`src/hdl/rio_map.svh`:
```
// Offsets, field positions, reset values and timing of the relay I/O block
`ifndef RIO_MAP_SVH
`define RIO_MAP_SVH
`define RIO_IDX_BIN_FUNC 4'h0
`define RIO_IDX_ROUTE0 4'h1
`define RIO_IDX_ROUTE5 4'h6
`define RIO_IDX_HOLD 4'h7
`define RIO_IDX_RETAIN 4'h8
`define RIO_IDX_LATCH 4'h9
`define RIO_IDX_MODE 4'hA
`define RIO_BF_CLR_IND 0
`define RIO_BF_CLR_UNL 1
`define RIO_BF_CLR_MEM 2
`define RIO_BF_GROUP 3
`define RIO_BF_BLK0 4
`define RIO_BF_ANGLE 7
`define RIO_MODE_GROUP 0
`define RIO_MODE_ANGLE 1
`define RIO_RST_BIN_FUNC 8'h00
`define RIO_RST_START_ROUTE 4'hC
`define RIO_RST_TRIP_ROUTE 4'h3
`define RIO_RST_HOLD 10'h03C
`define RIO_HOLD_MAX 10'h3E6
`define RIO_HOLD_FOREVER 10'h3E7
`define RIO_RST_RETAIN 8'h1F
`define RIO_RETAIN_MASK 8'h1F
`define RIO_CLK_NS 5
`define RIO_MS_NS 1000000
`define RIO_MIN_MS 60000
`endif

```
`src/hdl/rio_pkg.sv`:
```
// Types shared by the relay I/O block
`default_nettype none
package rio_pkg;
  typedef enum logic [2:0] {
    RIO_EMPTY = 3'h1,
    RIO_HOLD = 3'h2,
    RIO_OPEN = 3'h4
  } rio_ind_e;
  typedef logic [3:0] rio_route_t;
endpackage
`default_nettype wire

```
`src/hdl/rio_sync.sv`:
```
// Two-stage synchroniser for the binary input pin
`default_nettype none
module rio_sync (
  input wire logic sys_clk_i,
  input wire logic sys_rst_i,
  input wire logic async_i,
  output logic sync_o
);
  logic meta_ff;
  logic nxt_meta;
  logic nxt_sync;
  always_comb begin
    nxt_meta = async_i;
    nxt_sync = meta_ff;
  end
  always_ff @(posedge sys_clk_i) begin
    if (sys_rst_i) begin
      meta_ff <= 1'b0;
      sync_o <= 1'b0;
    end else begin
      meta_ff <= nxt_meta;
      sync_o <= nxt_sync;
    end
  end
endmodule
`default_nettype wire

```
`src/hdl/rio_div.sv`:
```
// Enable divider: one-cycle tick every DIV enabled cycles
`default_nettype none
module rio_div #(
  parameter int unsigned DIV = 200000
) (
  input wire logic sys_clk_i,
  input wire logic sys_rst_i,
  input wire logic en_i,
  output logic tick_o
);
  localparam int W = $clog2(DIV + 1);
  logic [W-1:0] cnt_ff;
  logic [W-1:0] nxt_cnt;
  logic nxt_tick;
  if (DIV < 1) begin : g_bad_div
    $error("DIV must be at least 1");
  end
  always_comb begin
    nxt_cnt = cnt_ff;
    nxt_tick = 1'b0;
    if (en_i) begin
      if (cnt_ff == W'(DIV - 1)) begin
        nxt_cnt = '0;
        nxt_tick = 1'b1;
      end else begin
        nxt_cnt = cnt_ff + W'(1);
      end
    end
  end
  always_ff @(posedge sys_clk_i) begin
    if (sys_rst_i) begin
      cnt_ff <= '0;
      tick_o <= 1'b0;
    end else begin
      cnt_ff <= nxt_cnt;
      tick_o <= nxt_tick;
    end
  end
endmodule
`default_nettype wire

```
`src/hdl/rio_top.sv`:
```
// Relay binary input functions, contact routing and trip indication hold
//
// What this block does
// - Function switch 1 set: the binary input clears indications.
// - Switch 2 set: the input clears indications and unlatches contacts.
// - Switch 3 set: the input also clears memorized values; default off.
// - Switch 4 set: energized input selects group 2, else group 1.
// - Switches 5 to 7 block their stage's trip while the input is high.
// - Switch 8 set: input low gives -90 deg/sine, high gives 0 deg/cosine.
// - Six routing groups route stage starts and trips to four contacts.
// - Start routing groups reset to 12, trip routing groups to 3.
// - A group's checksum is the sum of weights of its set switches.
// - The first trip indication stays until the hold time has run out.
// - Hold time 0 to 998 minutes, default 60; 999 holds until cleared.
// - The hold time has no effect on stage start, timing or trip.
// - Retention switch 1 keeps alarm messages and LEDs; default 1.
// - Retention switches 2 to 5 keep data; 6 to 8 unused; default 31.
`include "rio_map.svh"
`default_nettype none
module rio_top #(
  parameter int unsigned MS_CYC = `RIO_MS_NS / `RIO_CLK_NS,
  parameter int unsigned MIN_MS = `RIO_MIN_MS
) (
  input wire logic sys_clk_i,
  input wire logic sys_rst_i,
  input wire logic bin_in_i,
  input wire logic [2:0] stage_start_i,
  input wire logic [2:0] stage_trip_i,
  input wire logic manual_clear_i,
  input wire logic cfg_we_i,
  input wire logic [3:0] cfg_addr_i,
  input wire logic [9:0] cfg_data_i,
  output logic [9:0] cfg_rdata_o,
  output logic power_output_one_o,
  output logic power_output_two_o,
  output logic signal_output_one_o,
  output logic signal_output_two_o,
  output logic [2:0] stage_trip_o,
  output logic setting_group_o,
  output logic basic_angle_cos_o,
  output logic clear_indication_o,
  output logic clear_memorized_o,
  output logic [2:0] shown_trip_o,
  output logic [4:0] retention_o
);
  if (MS_CYC < 1 || MIN_MS < 1) begin : g_bad_div
    $error("Divider counts must be nonzero");
  end

  // Weight of switch n (1-based) in a group
  function automatic logic [7:0] sw_weight(input int unsigned n);
    sw_weight = 8'(1 << (n - 1));
  endfunction

  // Sum of weights of the set switches of a group
  function automatic logic [9:0] checksum(input logic [7:0] g);
    logic [9:0] s;
    s = '0;
    for (int unsigned n = 1; n <= 8; n++) begin
      if (g[n-1]) s = s + {2'h0, sw_weight(n)};
    end
    checksum = s;
  endfunction

  logic bi_s;
  logic ms_tick;
  logic min_tick;

  rio_sync u_sync (
    .sys_clk_i(sys_clk_i),
    .sys_rst_i(sys_rst_i),
    .async_i(bin_in_i),
    .sync_o(bi_s)
  );
  rio_div #(.DIV(MS_CYC)) u_ms (
    .sys_clk_i(sys_clk_i),
    .sys_rst_i(sys_rst_i),
    .en_i(1'b1),
    .tick_o(ms_tick)
  );
  rio_div #(.DIV(MIN_MS)) u_min (
    .sys_clk_i(sys_clk_i),
    .sys_rst_i(sys_rst_i),
    .en_i(ms_tick),
    .tick_o(min_tick)
  );

  // Settings
  logic [7:0] bin_func_ff;
  rio_pkg::rio_route_t route_ff [6];
  logic [9:0] hold_ff;
  logic [7:0] retain_ff;
  logic [3:0] latch_sel_ff;
  logic [1:0] mode_ff;
  logic [7:0] nxt_bin_func;
  rio_pkg::rio_route_t nxt_route [6];
  logic [9:0] nxt_hold;
  logic [7:0] nxt_retain;
  logic [3:0] nxt_latch_sel;
  logic [1:0] nxt_mode;

  always_comb begin
    nxt_bin_func = bin_func_ff;
    nxt_route = route_ff;
    nxt_hold = hold_ff;
    nxt_retain = retain_ff;
    nxt_latch_sel = latch_sel_ff;
    nxt_mode = mode_ff;
    if (cfg_we_i) begin
      case (cfg_addr_i)
        `RIO_IDX_BIN_FUNC: nxt_bin_func = cfg_data_i[7:0];
        `RIO_IDX_HOLD: begin
          if (cfg_data_i <= `RIO_HOLD_FOREVER) nxt_hold = cfg_data_i;
        end
        `RIO_IDX_RETAIN: nxt_retain = cfg_data_i[7:0] & `RIO_RETAIN_MASK;
        `RIO_IDX_LATCH: nxt_latch_sel = cfg_data_i[3:0];
        `RIO_IDX_MODE: nxt_mode = cfg_data_i[1:0];
        default: begin
          for (int k = 0; k < 6; k++) begin
            if (cfg_addr_i == `RIO_IDX_ROUTE0 + 4'(k)) begin
              nxt_route[k] = cfg_data_i[3:0];
            end
          end
        end
      endcase
    end
  end

  always_ff @(posedge sys_clk_i) begin
    if (sys_rst_i) begin
      bin_func_ff <= `RIO_RST_BIN_FUNC;
      for (int k = 0; k < 6; k++) begin
        route_ff[k] <= k[0] ? `RIO_RST_TRIP_ROUTE : `RIO_RST_START_ROUTE;
      end
      hold_ff <= `RIO_RST_HOLD;
      retain_ff <= `RIO_RST_RETAIN;
      latch_sel_ff <= 4'h0;
      mode_ff <= 2'h0;
    end else begin
      bin_func_ff <= nxt_bin_func;
      route_ff <= nxt_route;
      hold_ff <= nxt_hold;
      retain_ff <= nxt_retain;
      latch_sel_ff <= nxt_latch_sel;
      mode_ff <= nxt_mode;
    end
  end

  // Binary input actions
  logic bi_clr_ind;
  logic bi_unlatch;
  logic bi_clr_mem;
  logic [2:0] blk;
  logic [2:0] trip_eff;
  logic [3:0] raw_contact;
  always_comb begin
    bi_clr_ind = bi_s & (bin_func_ff[`RIO_BF_CLR_IND]
      | bin_func_ff[`RIO_BF_CLR_UNL] | bin_func_ff[`RIO_BF_CLR_MEM]);
    bi_unlatch = bi_s & (bin_func_ff[`RIO_BF_CLR_UNL]
      | bin_func_ff[`RIO_BF_CLR_MEM]);
    bi_clr_mem = bi_s & bin_func_ff[`RIO_BF_CLR_MEM];
    blk = {3{bi_s}} & bin_func_ff[`RIO_BF_BLK0 +: 3];
    trip_eff = stage_trip_i & ~blk;
    raw_contact = 4'h0;
    for (int k = 0; k < 3; k++) begin
      if (stage_start_i[k]) raw_contact = raw_contact | route_ff[2*k];
      if (trip_eff[k]) raw_contact = raw_contact | route_ff[2*k+1];
    end
  end

  // Trip indication hold
  rio_pkg::rio_ind_e ind_ff;
  rio_pkg::rio_ind_e nxt_ind;
  logic [2:0] shown_ff;
  logic [2:0] nxt_shown;
  logic [9:0] min_cnt_ff;
  logic [9:0] nxt_min_cnt;
  logic [2:0] trip_prev_ff;
  logic [2:0] trip_rise;
  logic [2:0] first_rise;
  logic ind_clear;

  always_comb begin
    trip_rise = trip_eff & ~trip_prev_ff;
    first_rise = trip_rise & (~trip_rise + 3'h1);
    ind_clear = manual_clear_i | bi_clr_ind;
    nxt_ind = ind_ff;
    nxt_shown = shown_ff;
    nxt_min_cnt = min_cnt_ff;
    if (ind_clear) begin
      nxt_ind = rio_pkg::RIO_EMPTY;
      nxt_shown = 3'h0;
    end
    case (ind_ff)
      rio_pkg::RIO_HOLD: begin
        if (!ind_clear && hold_ff != `RIO_HOLD_FOREVER) begin
          if (min_cnt_ff >= hold_ff) nxt_ind = rio_pkg::RIO_OPEN;
          else if (min_tick) nxt_min_cnt = min_cnt_ff + 10'h1;
        end
      end
      rio_pkg::RIO_EMPTY, rio_pkg::RIO_OPEN: ;
      default: nxt_ind = rio_pkg::RIO_EMPTY;
    endcase
    // new trip shown when allowed; set beats clear
    if (first_rise != 3'h0 && (ind_clear || ind_ff != rio_pkg::RIO_HOLD)) begin
      nxt_shown = first_rise;
      nxt_min_cnt = 10'h0;
      nxt_ind = (hold_ff == 10'h0) ? rio_pkg::RIO_OPEN : rio_pkg::RIO_HOLD;
    end
  end

  // Contact latching and registered outputs
  logic [3:0] latch_ff;
  logic [3:0] nxt_latch;
  logic [3:0] nxt_contact;
  always_comb begin
    nxt_latch = bi_unlatch ? 4'h0 : latch_ff;
    nxt_latch = nxt_latch | (raw_contact & latch_sel_ff);
    nxt_contact = raw_contact | (bi_unlatch ? 4'h0 : latch_ff);
  end

  logic nxt_group;
  logic nxt_angle;
  logic [9:0] nxt_rdata;
  always_comb begin
    nxt_group = bin_func_ff[`RIO_BF_GROUP] ? bi_s : mode_ff[`RIO_MODE_GROUP];
    // group follows input only while switch 4 set
    nxt_angle = bin_func_ff[`RIO_BF_ANGLE] ? bi_s : mode_ff[`RIO_MODE_ANGLE];
    case (cfg_addr_i)
      `RIO_IDX_BIN_FUNC: nxt_rdata = checksum(bin_func_ff);
      `RIO_IDX_HOLD: nxt_rdata = hold_ff;
      `RIO_IDX_RETAIN: nxt_rdata = checksum(retain_ff);
      `RIO_IDX_LATCH: nxt_rdata = {6'h0, latch_sel_ff};
      `RIO_IDX_MODE: nxt_rdata = {8'h0, mode_ff};
      default: begin
        nxt_rdata = 10'h0;
        for (int k = 0; k < 6; k++) begin
          if (cfg_addr_i == `RIO_IDX_ROUTE0 + 4'(k)) begin
            nxt_rdata = checksum({4'h0, route_ff[k]});
          end
        end
      end
    endcase
  end

  always_ff @(posedge sys_clk_i) begin
    if (sys_rst_i) begin
      ind_ff <= rio_pkg::RIO_EMPTY;
      shown_ff <= 3'h0;
      min_cnt_ff <= 10'h0;
      trip_prev_ff <= 3'h0;
      latch_ff <= 4'h0;
      {signal_output_two_o, signal_output_one_o} <= 2'h0;
      {power_output_two_o, power_output_one_o} <= 2'h0;
      stage_trip_o <= 3'h0;
      setting_group_o <= 1'b0;
      basic_angle_cos_o <= 1'b0;
      clear_indication_o <= 1'b0;
      clear_memorized_o <= 1'b0;
      shown_trip_o <= 3'h0;
      retention_o <= 5'h1F;
      cfg_rdata_o <= 10'h0;
    end else begin
      ind_ff <= nxt_ind;
      shown_ff <= nxt_shown;
      min_cnt_ff <= nxt_min_cnt;
      trip_prev_ff <= trip_eff;
      latch_ff <= nxt_latch;
      {signal_output_two_o, signal_output_one_o} <= nxt_contact[3:2];
      {power_output_two_o, power_output_one_o} <= nxt_contact[1:0];
      // trips never gated by indication state
      stage_trip_o <= trip_eff;
      setting_group_o <= nxt_group;
      basic_angle_cos_o <= nxt_angle;
      clear_indication_o <= bi_clr_ind;
      clear_memorized_o <= bi_clr_mem;
      shown_trip_o <= nxt_shown;
      retention_o <= retain_ff[4:0];
      cfg_rdata_o <= nxt_rdata;
    end
  end
endmodule
`default_nettype wire

```
`config.mk`:
```
export PLATFORM = sky130hd
export DESIGN_NAME = rio_top
export DESIGN_NICKNAME = d
export VERILOG_FILES = /design/src/hdl/rio_pkg.sv /design/src/hdl/rio_sync.sv /design/src/hdl/rio_div.sv /design/src/hdl/rio_top.sv
export VERILOG_INCLUDE_DIRS = /design/src /design/src/hdl
export SDC_FILE = /design/constraint.sdc
export NUM_CORES = 1
export LEC_CHECK = 0
export ABC_AREA = 1
export BUFFER_PORTS_ARGS = -buffer_cell sky130_fd_sc_hd__buf_2
export CAP_MARGIN = 20
export CORE_MARGIN = 1.5
export CORE_UTILIZATION = 40
export DETAILED_ROUTE_END_ITERATION = 6
export PLACE_DENSITY = 0.68
export SLEW_MARGIN = 15
export SYNTH_ARGS = -nofsm -noshare
export SYNTH_HDL_FRONTEND = slang
export SYNTH_HIERARCHICAL = 1
export SYNTH_SLANG_ARGS = --single-unit
```
`constraint.sdc`:
```
create_clock -name sys_clk_i -period 2.7 [get_ports sys_clk_i]
set_clock_uncertainty 0.2 [all_clocks]
set_input_delay 0.405 -clock sys_clk_i [delete_from_list [all_inputs] [get_ports sys_clk_i]]
set_output_delay 0.405 -clock sys_clk_i [all_outputs]
set_load 0.01 [all_outputs]
```
# After elaboration in Yosys (flattened, before gate mapping)
# Index checks and enable logic that the tools add are counted.
# op_classes
reduce_logical	25
bitwise_logic	25
add_sub_neg	33
n_lt_le_gt_ge	2
n_eq_ne	17
muxes	111
# op_table
cell	n
10-bit two-way mux	82
10-bit by 2-bit adder with 10-bit output, second input constant	8
10-bit by 3-bit adder with 10-bit output, second input constant	8
10-bit by 4-bit adder with 10-bit output, second input constant	8
10-bit case mux with 5 select lines	1
4-bit two-way mux	7
4-bit bitwise OR	7
3-bit two-way mux	7
3-bit AND reduction	7
10-bit by 5-bit adder with 10-bit output, second input constant	2
18-bit by 1-bit adder with 18-bit output, second input constant	1
18-bit equality test, second input constant	1
16-bit by 1-bit adder with 16-bit output, second input constant	1
16-bit equality test, second input constant	1
4-bit by 3-bit equality test with 1-bit output, second input constant	4
16-bit two-way mux	1
3-bit bitwise AND	4
4-bit equality test, second input constant	3
1-bit two-way mux	12
10-bit by 1-bit adder with 10-bit output, second input constant	1
10-bit by 6-bit adder with 10-bit output, second input constant	1
10-bit by 7-bit adder with 10-bit output, second input constant	1
10-bit by 8-bit adder with 10-bit output, second input constant	1
10-bit >= comparator	1
26 further kinds	43
# word_totals
input_bits	25
register_bits	137
wordCells	245
output_inout_bits	29

# Logic depth before layout (Yosys ltp)
# logic_depth
depth_word	23
depth_mapped	12
ltp_nobuf	12

# By module
# The synthesis kept the hierarchy.
# modules_own_cells
module	cells_each	n_inst	area_per_inst_um2	seq_area_each_um2
rio_top	661	1	4598.2	1981.9
rio_div at u_ms	153	1	1029.7	380.4
rio_div at u_min	122	1	885.8	340.3
rio_sync	6	1	55.1	40.0

# Worst setup path before layout
# Ideal clock, no wire load.
# synth_timing
kind	register -> register
start	reg hold_ff[5]
end	reg min_cnt_ff[0]
required_ns	2.388
arrival_time_ns	1.604
period_less_slack_ns	1.916
setup_ns	0.112
n_path_buf	0
path_stages_with_launch	13
slack_ns	0.784
path_cell_list	dfxtp_1 inv_1 ha_1 nand2_1 inv_1 nand2_1 nand2_1 nand2_1 inv_1 nor2_1 nand3_1 nand2_1 nor2_1
# synth_via
elab_chain_len	3
elab_cells_between_ends	5
classes_between	1 x order compare; 1 x eq/ne; 1 x bitwise; 2 x reduce/logical
# synth_lines
item	line_no	text
from (decl)	rio_top.sv:91	logic [9:0] hold_ff;
from (signal assigned)	rio_top.sv:135	hold_ff <= `RIO_RST_HOLD;
from (signal assigned)	rio_top.sv:142	hold_ff <= nxt_hold;
10-bit >= comparator / 10-bit != test (equally long branches)	--	
1-bit inverter (no line) / 1-bit logical AND (equally long branches)	--	
4-bit AND reduction (no line) *	--	
to (signal assigned)	rio_top.sv:266	min_cnt_ff <= nxt_min_cnt;
to (decl)	rio_top.sv:176	logic [9:0] min_cnt_ff;
# Mark *: on every way between the ends. The rest lies on a longest branch, timed or not.
# A chain may end at the register's enable or synchronous reset.

# Worst setup path in the final report
# layout_timing
start	reg ind_ff[2]
end	reg min_cnt_ff[0]
# layout_via
elab_chain_len	4
elab_cells_between_ends	6
classes_between	2 x eq/ne; 4 x reduce/logical
# layout_lines
item	line_no	text
from (decl)	rio_top.sv:172	rio_pkg::rio_ind_e ind_ff;
from (signal assigned)	rio_top.sv:248	ind_ff <= rio_pkg::RIO_EMPTY;
from (signal assigned)	rio_top.sv:264	ind_ff <= nxt_ind;
3-bit by 2-bit != test with 1-bit output	rio_top.sv:205	if (first_rise != 3'h0 && (ind_clear || ind_ff != rio_pkg::RIO_HOLD)) begin
1-bit logical OR	rio_top.sv:205	
1-bit logical AND	rio_top.sv:205	
2-bit OR reduction (no line)	--	
# Several ways; a longest one is shown, not always the timed one.

==> reports/results.txt <==
Hold Path Depth: 3
Peak supply drop: 0.000466 V
MaxCap Viol Count: 0
Asr flop ratio synth: 0%
Antenna violations before repair: 0
First-pass GRT wire length: 27.7 mm
Vias: 6119
Drt initial violations: 529
Sequential share of the synthesized area: 41.8%
Post-cts resize count: 0
Mapped Area: 0.00657 mm^2
Die height: 131 um
Power density over cell area: 599 mW/mm^2
Overall power: 4.62 mW
Warnings from Yosys: 6
Post-synth top area share: 41.8%
Worst reg2reg path endpoint: min_cnt_ff[0]$_SDFFE_PP0P_
Req. time, crit path: 2.86 ns
Post-CTS Setup Inserts: 0
Post-CTS Hold Buffers: 1
Row count: 46
WS Path Type: flop to flop
RePlAce Congestion: 0.864
Nets: 1051
RSZ-0062 raised after global routing: false
Ranking of synthesized cells by area: dfxtp_1, nand2_1, nor2_1
Worst path max stage delay: 0.42 ns
Crit start category: flop
Remaining global-route overflow: 0
CP Data Arrival Time: 2.28 ns
Worst-Margin Slew: 0.857 ns
HP Class: input pin to flop
Cell taking the most area after synthesis: dfxtp_1
P&R area growth vs syn: 17.6%
M1 WL: 8.05 mm
Synthesized area per cell: 6.97 um^2
Fin. Hold Viols: 0
Uppermost layer routed: met4
Leakage: 3.46 nW
Max-slew violations: 0
P_sw: 1.15 mW
Final WL: 16.7 mm
Setup TNS: 0 ns
Hold EP: latch_sel_ff[2]$_SDFFE_PP0P_
Vias in the first global route: 5689
Flops & latches, synth: 137
Drt first pass iters: 4
Peak Freq: 0.472 GHz
CP cell instances: nor3_2 -> nand3_1 -> nor2_1 -> nand3_2 -> inv_1 -> nor2_1 -> nor2_1
Headroom to the max-slew limit: 42.2%
Max Buffers Root-to-Sink: 2
Worst Min Path Start: cfg_we_i
Die Area: 0.0172 mm^2
Largest net degree at the start of global routing: 41
Via density: 4.93
Comb pwr share: 6.5%
Gr usage total: 20.0%
Antenna-violating nets left: 0
Clk_lat worst skew: 0.43 ns
Crit Path Max Fanout: 9
Flop pwr share: 45.2%
CTS tree: yes
Core box area: 0.0159 mm^2
Post-DP HPWL: 12.0 mm
Critical-path top delay cell: nor2_1
Fin util: 48.4%
Tmin final: 2.12 ns
R2r startpoint: ind_ff[2]$_SDFF_PP0_
Avg WL per Cell: 13.4 um
Chip width: 131 um
Share of layout cells above drive strength 1: 13.6%
Most used DFF post-synth: dfxtp_1
Clock root buffer: clkbuf_16
Outcome: completed
Ant. Diodes: 0
Clock-pin slew on the worst setup and hold paths: 0.06 ns
R2R cell count: 7
Met2 WL: 7.70 mm
DRC Markers: 0
Cells after synthesis: 942
CP Capture Type: flop
R2R Setup Slk: 0.58 ns
Internal cell power: 3.48 mW
Clock power share: 48.3%
Unique masters post-synth: 45
Starting density of the core: 41.2%
Num CTS Buffers: 17
Most used cell, CP: nor2_1
Final setup viols: 0
Final worst path period share: 78.5%
H-tree levels: 4
Clock sink total: 137
Met3 wire len: 754 um
EDFF count, synth: 0
Port Buffers: 53
Sw Share: 24.8%
# IOs: 54
## logic make-up after synthesis
kind of cell	count (synthesis)	share of synthesized area, %
DFF	137	41.8
xor gates and xnor gates	18	2.40
muxes	1	0.152
buffers and inverters	140	8.10
and+or+nand+nor	490	33.2
adders and majority gates	13	2.48
AOI/OAI and AO/OA	142	11.9
other	1	0.0571
## worst max-delay path, delay by kind of cell, from the launching register on
kind | cells | cell delay, ns
buf+inv | 1 | 0.14
flops | 1 | 0.32
simple gates | 6 | 1.39
## per-layer routing
layer	up-vias	GRT usage [%]
met2	139	32.1
met3	14	4.28
met1	2796	26.7
met4	0	6.24
li1	3170	-
met5	-	0
## registers in the layout, summed over array words and instances (netlist names), 3 cells and up
signal and cells:
hold_ff 10, bin_func_ff 8, shown_ff 3, route_ff 24, cfg_rdata_o 10, min_cnt_ff 10, retention_o 5, trip_prev_ff 3
latch_sel_ff 4, u_ms/cnt_ff 18, u_min/cnt_ff 16, ind_ff 3, latch_ff 4, retain_ff 5
## worst max-delay path by stage
stage,start,end,slack [ns],depth (start not counted)
final,ind_ff[2]$_SDFF_PP0_,min_cnt_ff[0]$_SDFFE_PP0P_,0.58,7
after floorplan,hold_ff[5]$_SDFFE_PP1P_,min_cnt_ff[0]$_SDFFE_PP0P_,0.78,12
after detailed placement,cfg_addr_i[2],hold_ff[6]$_SDFFE_PP0P_,0.53,8
after CTS,ind_ff[1]$_SDFF_PP0_,min_cnt_ff[0]$_SDFFE_PP0P_,0.59,8
after global routing,ind_ff[1]$_SDFF_PP0_,min_cnt_ff[0]$_SDFFE_PP0P_,0.30,8
after global placement,cfg_addr_i[2],hold_ff[9]$_SDFFE_PP0P_,0.54,8
## power groups by stage
| stage | sequential (mW) | clock, mW | combinational [mW] |
|---|---|---|---|
| after floorplan | 2.14 | 0 | 0.172 |
| after global placement | 2.13 | 0 | 0.292 |
| after detailed placement | 2.13 | 0 | 0.297 |
| after CTS | 2.09 | 2.26 | 0.300 |
| after global routing | 2.09 | 2.36 | 0.338 |
| final | 2.09 | 2.23 | 0.302 |
## cells in the final DEF (no fill, tap or decap), drive strengths merged, types with 3 or more instances in the layout
cell,instances
nand2,240
dfxtp,137
nor2,136
inv,124
nand3,81
a21oi,69
buf,63
o21ai,46
clkbuf,19
nor3,15
o211ai,13
xor2,13
ha,13
nand4,10
clkinvlp,7
xnor2,5
conb,5
clkinv,5
o22ai,4
o21bai,3
## area by class of cell
class	count	area [um^2]
Tap cell	216	270
Multi-Input combinational cell	669	3310
Clock buffer	19	453
Sequential cell	137	2740
Clock inverter	13	119
Fill cell	1608	8220
Timing Repair Buffer	64	363
Inverter	124	465
## synthesized netlist by cell type, types with 3 or more instances
| library cell | instances |
|---|---|
| xnor2_1 | 5 |
| inv_2 | 11 |
| xor2_1 | 13 |
| a21oi_1 | 69 |
| nor2_2 | 8 |
| o21ai_0 | 38 |
| nand2_2 | 9 |
| inv_1 | 112 |
| nor3_1 | 12 |
| ha_1 | 13 |
| nor3_2 | 3 |
| nand4_1 | 10 |
| o22ai_1 | 4 |
| nor2_4 | 5 |
| nand3_1 | 78 |
| o21ai_1 | 8 |
| nand2_1 | 228 |
| nor2_1 | 121 |
| o211ai_1 | 13 |
| nand2_4 | 3 |
| dfxtp_1 | 137 |
| clkbuf_1 | 12 |
## per-stage QoR
stage          cell area (um^2)  cells  hold slack (ns)  worst slack (ns)
2_1_floorplan              6580    946            0.188             0.784
3_3_place_gp               7140   1209            0.232             0.537
3_5_place_dp               7140   1209            0.235             0.531
4_1_cts                    7720   1242           0.0807             0.592
5_1_grt                    7720   1242            0.115             0.299
6_report                   7720   1242            0.107             0.580
Note: power is estimated with default switching activity, not from simulation.
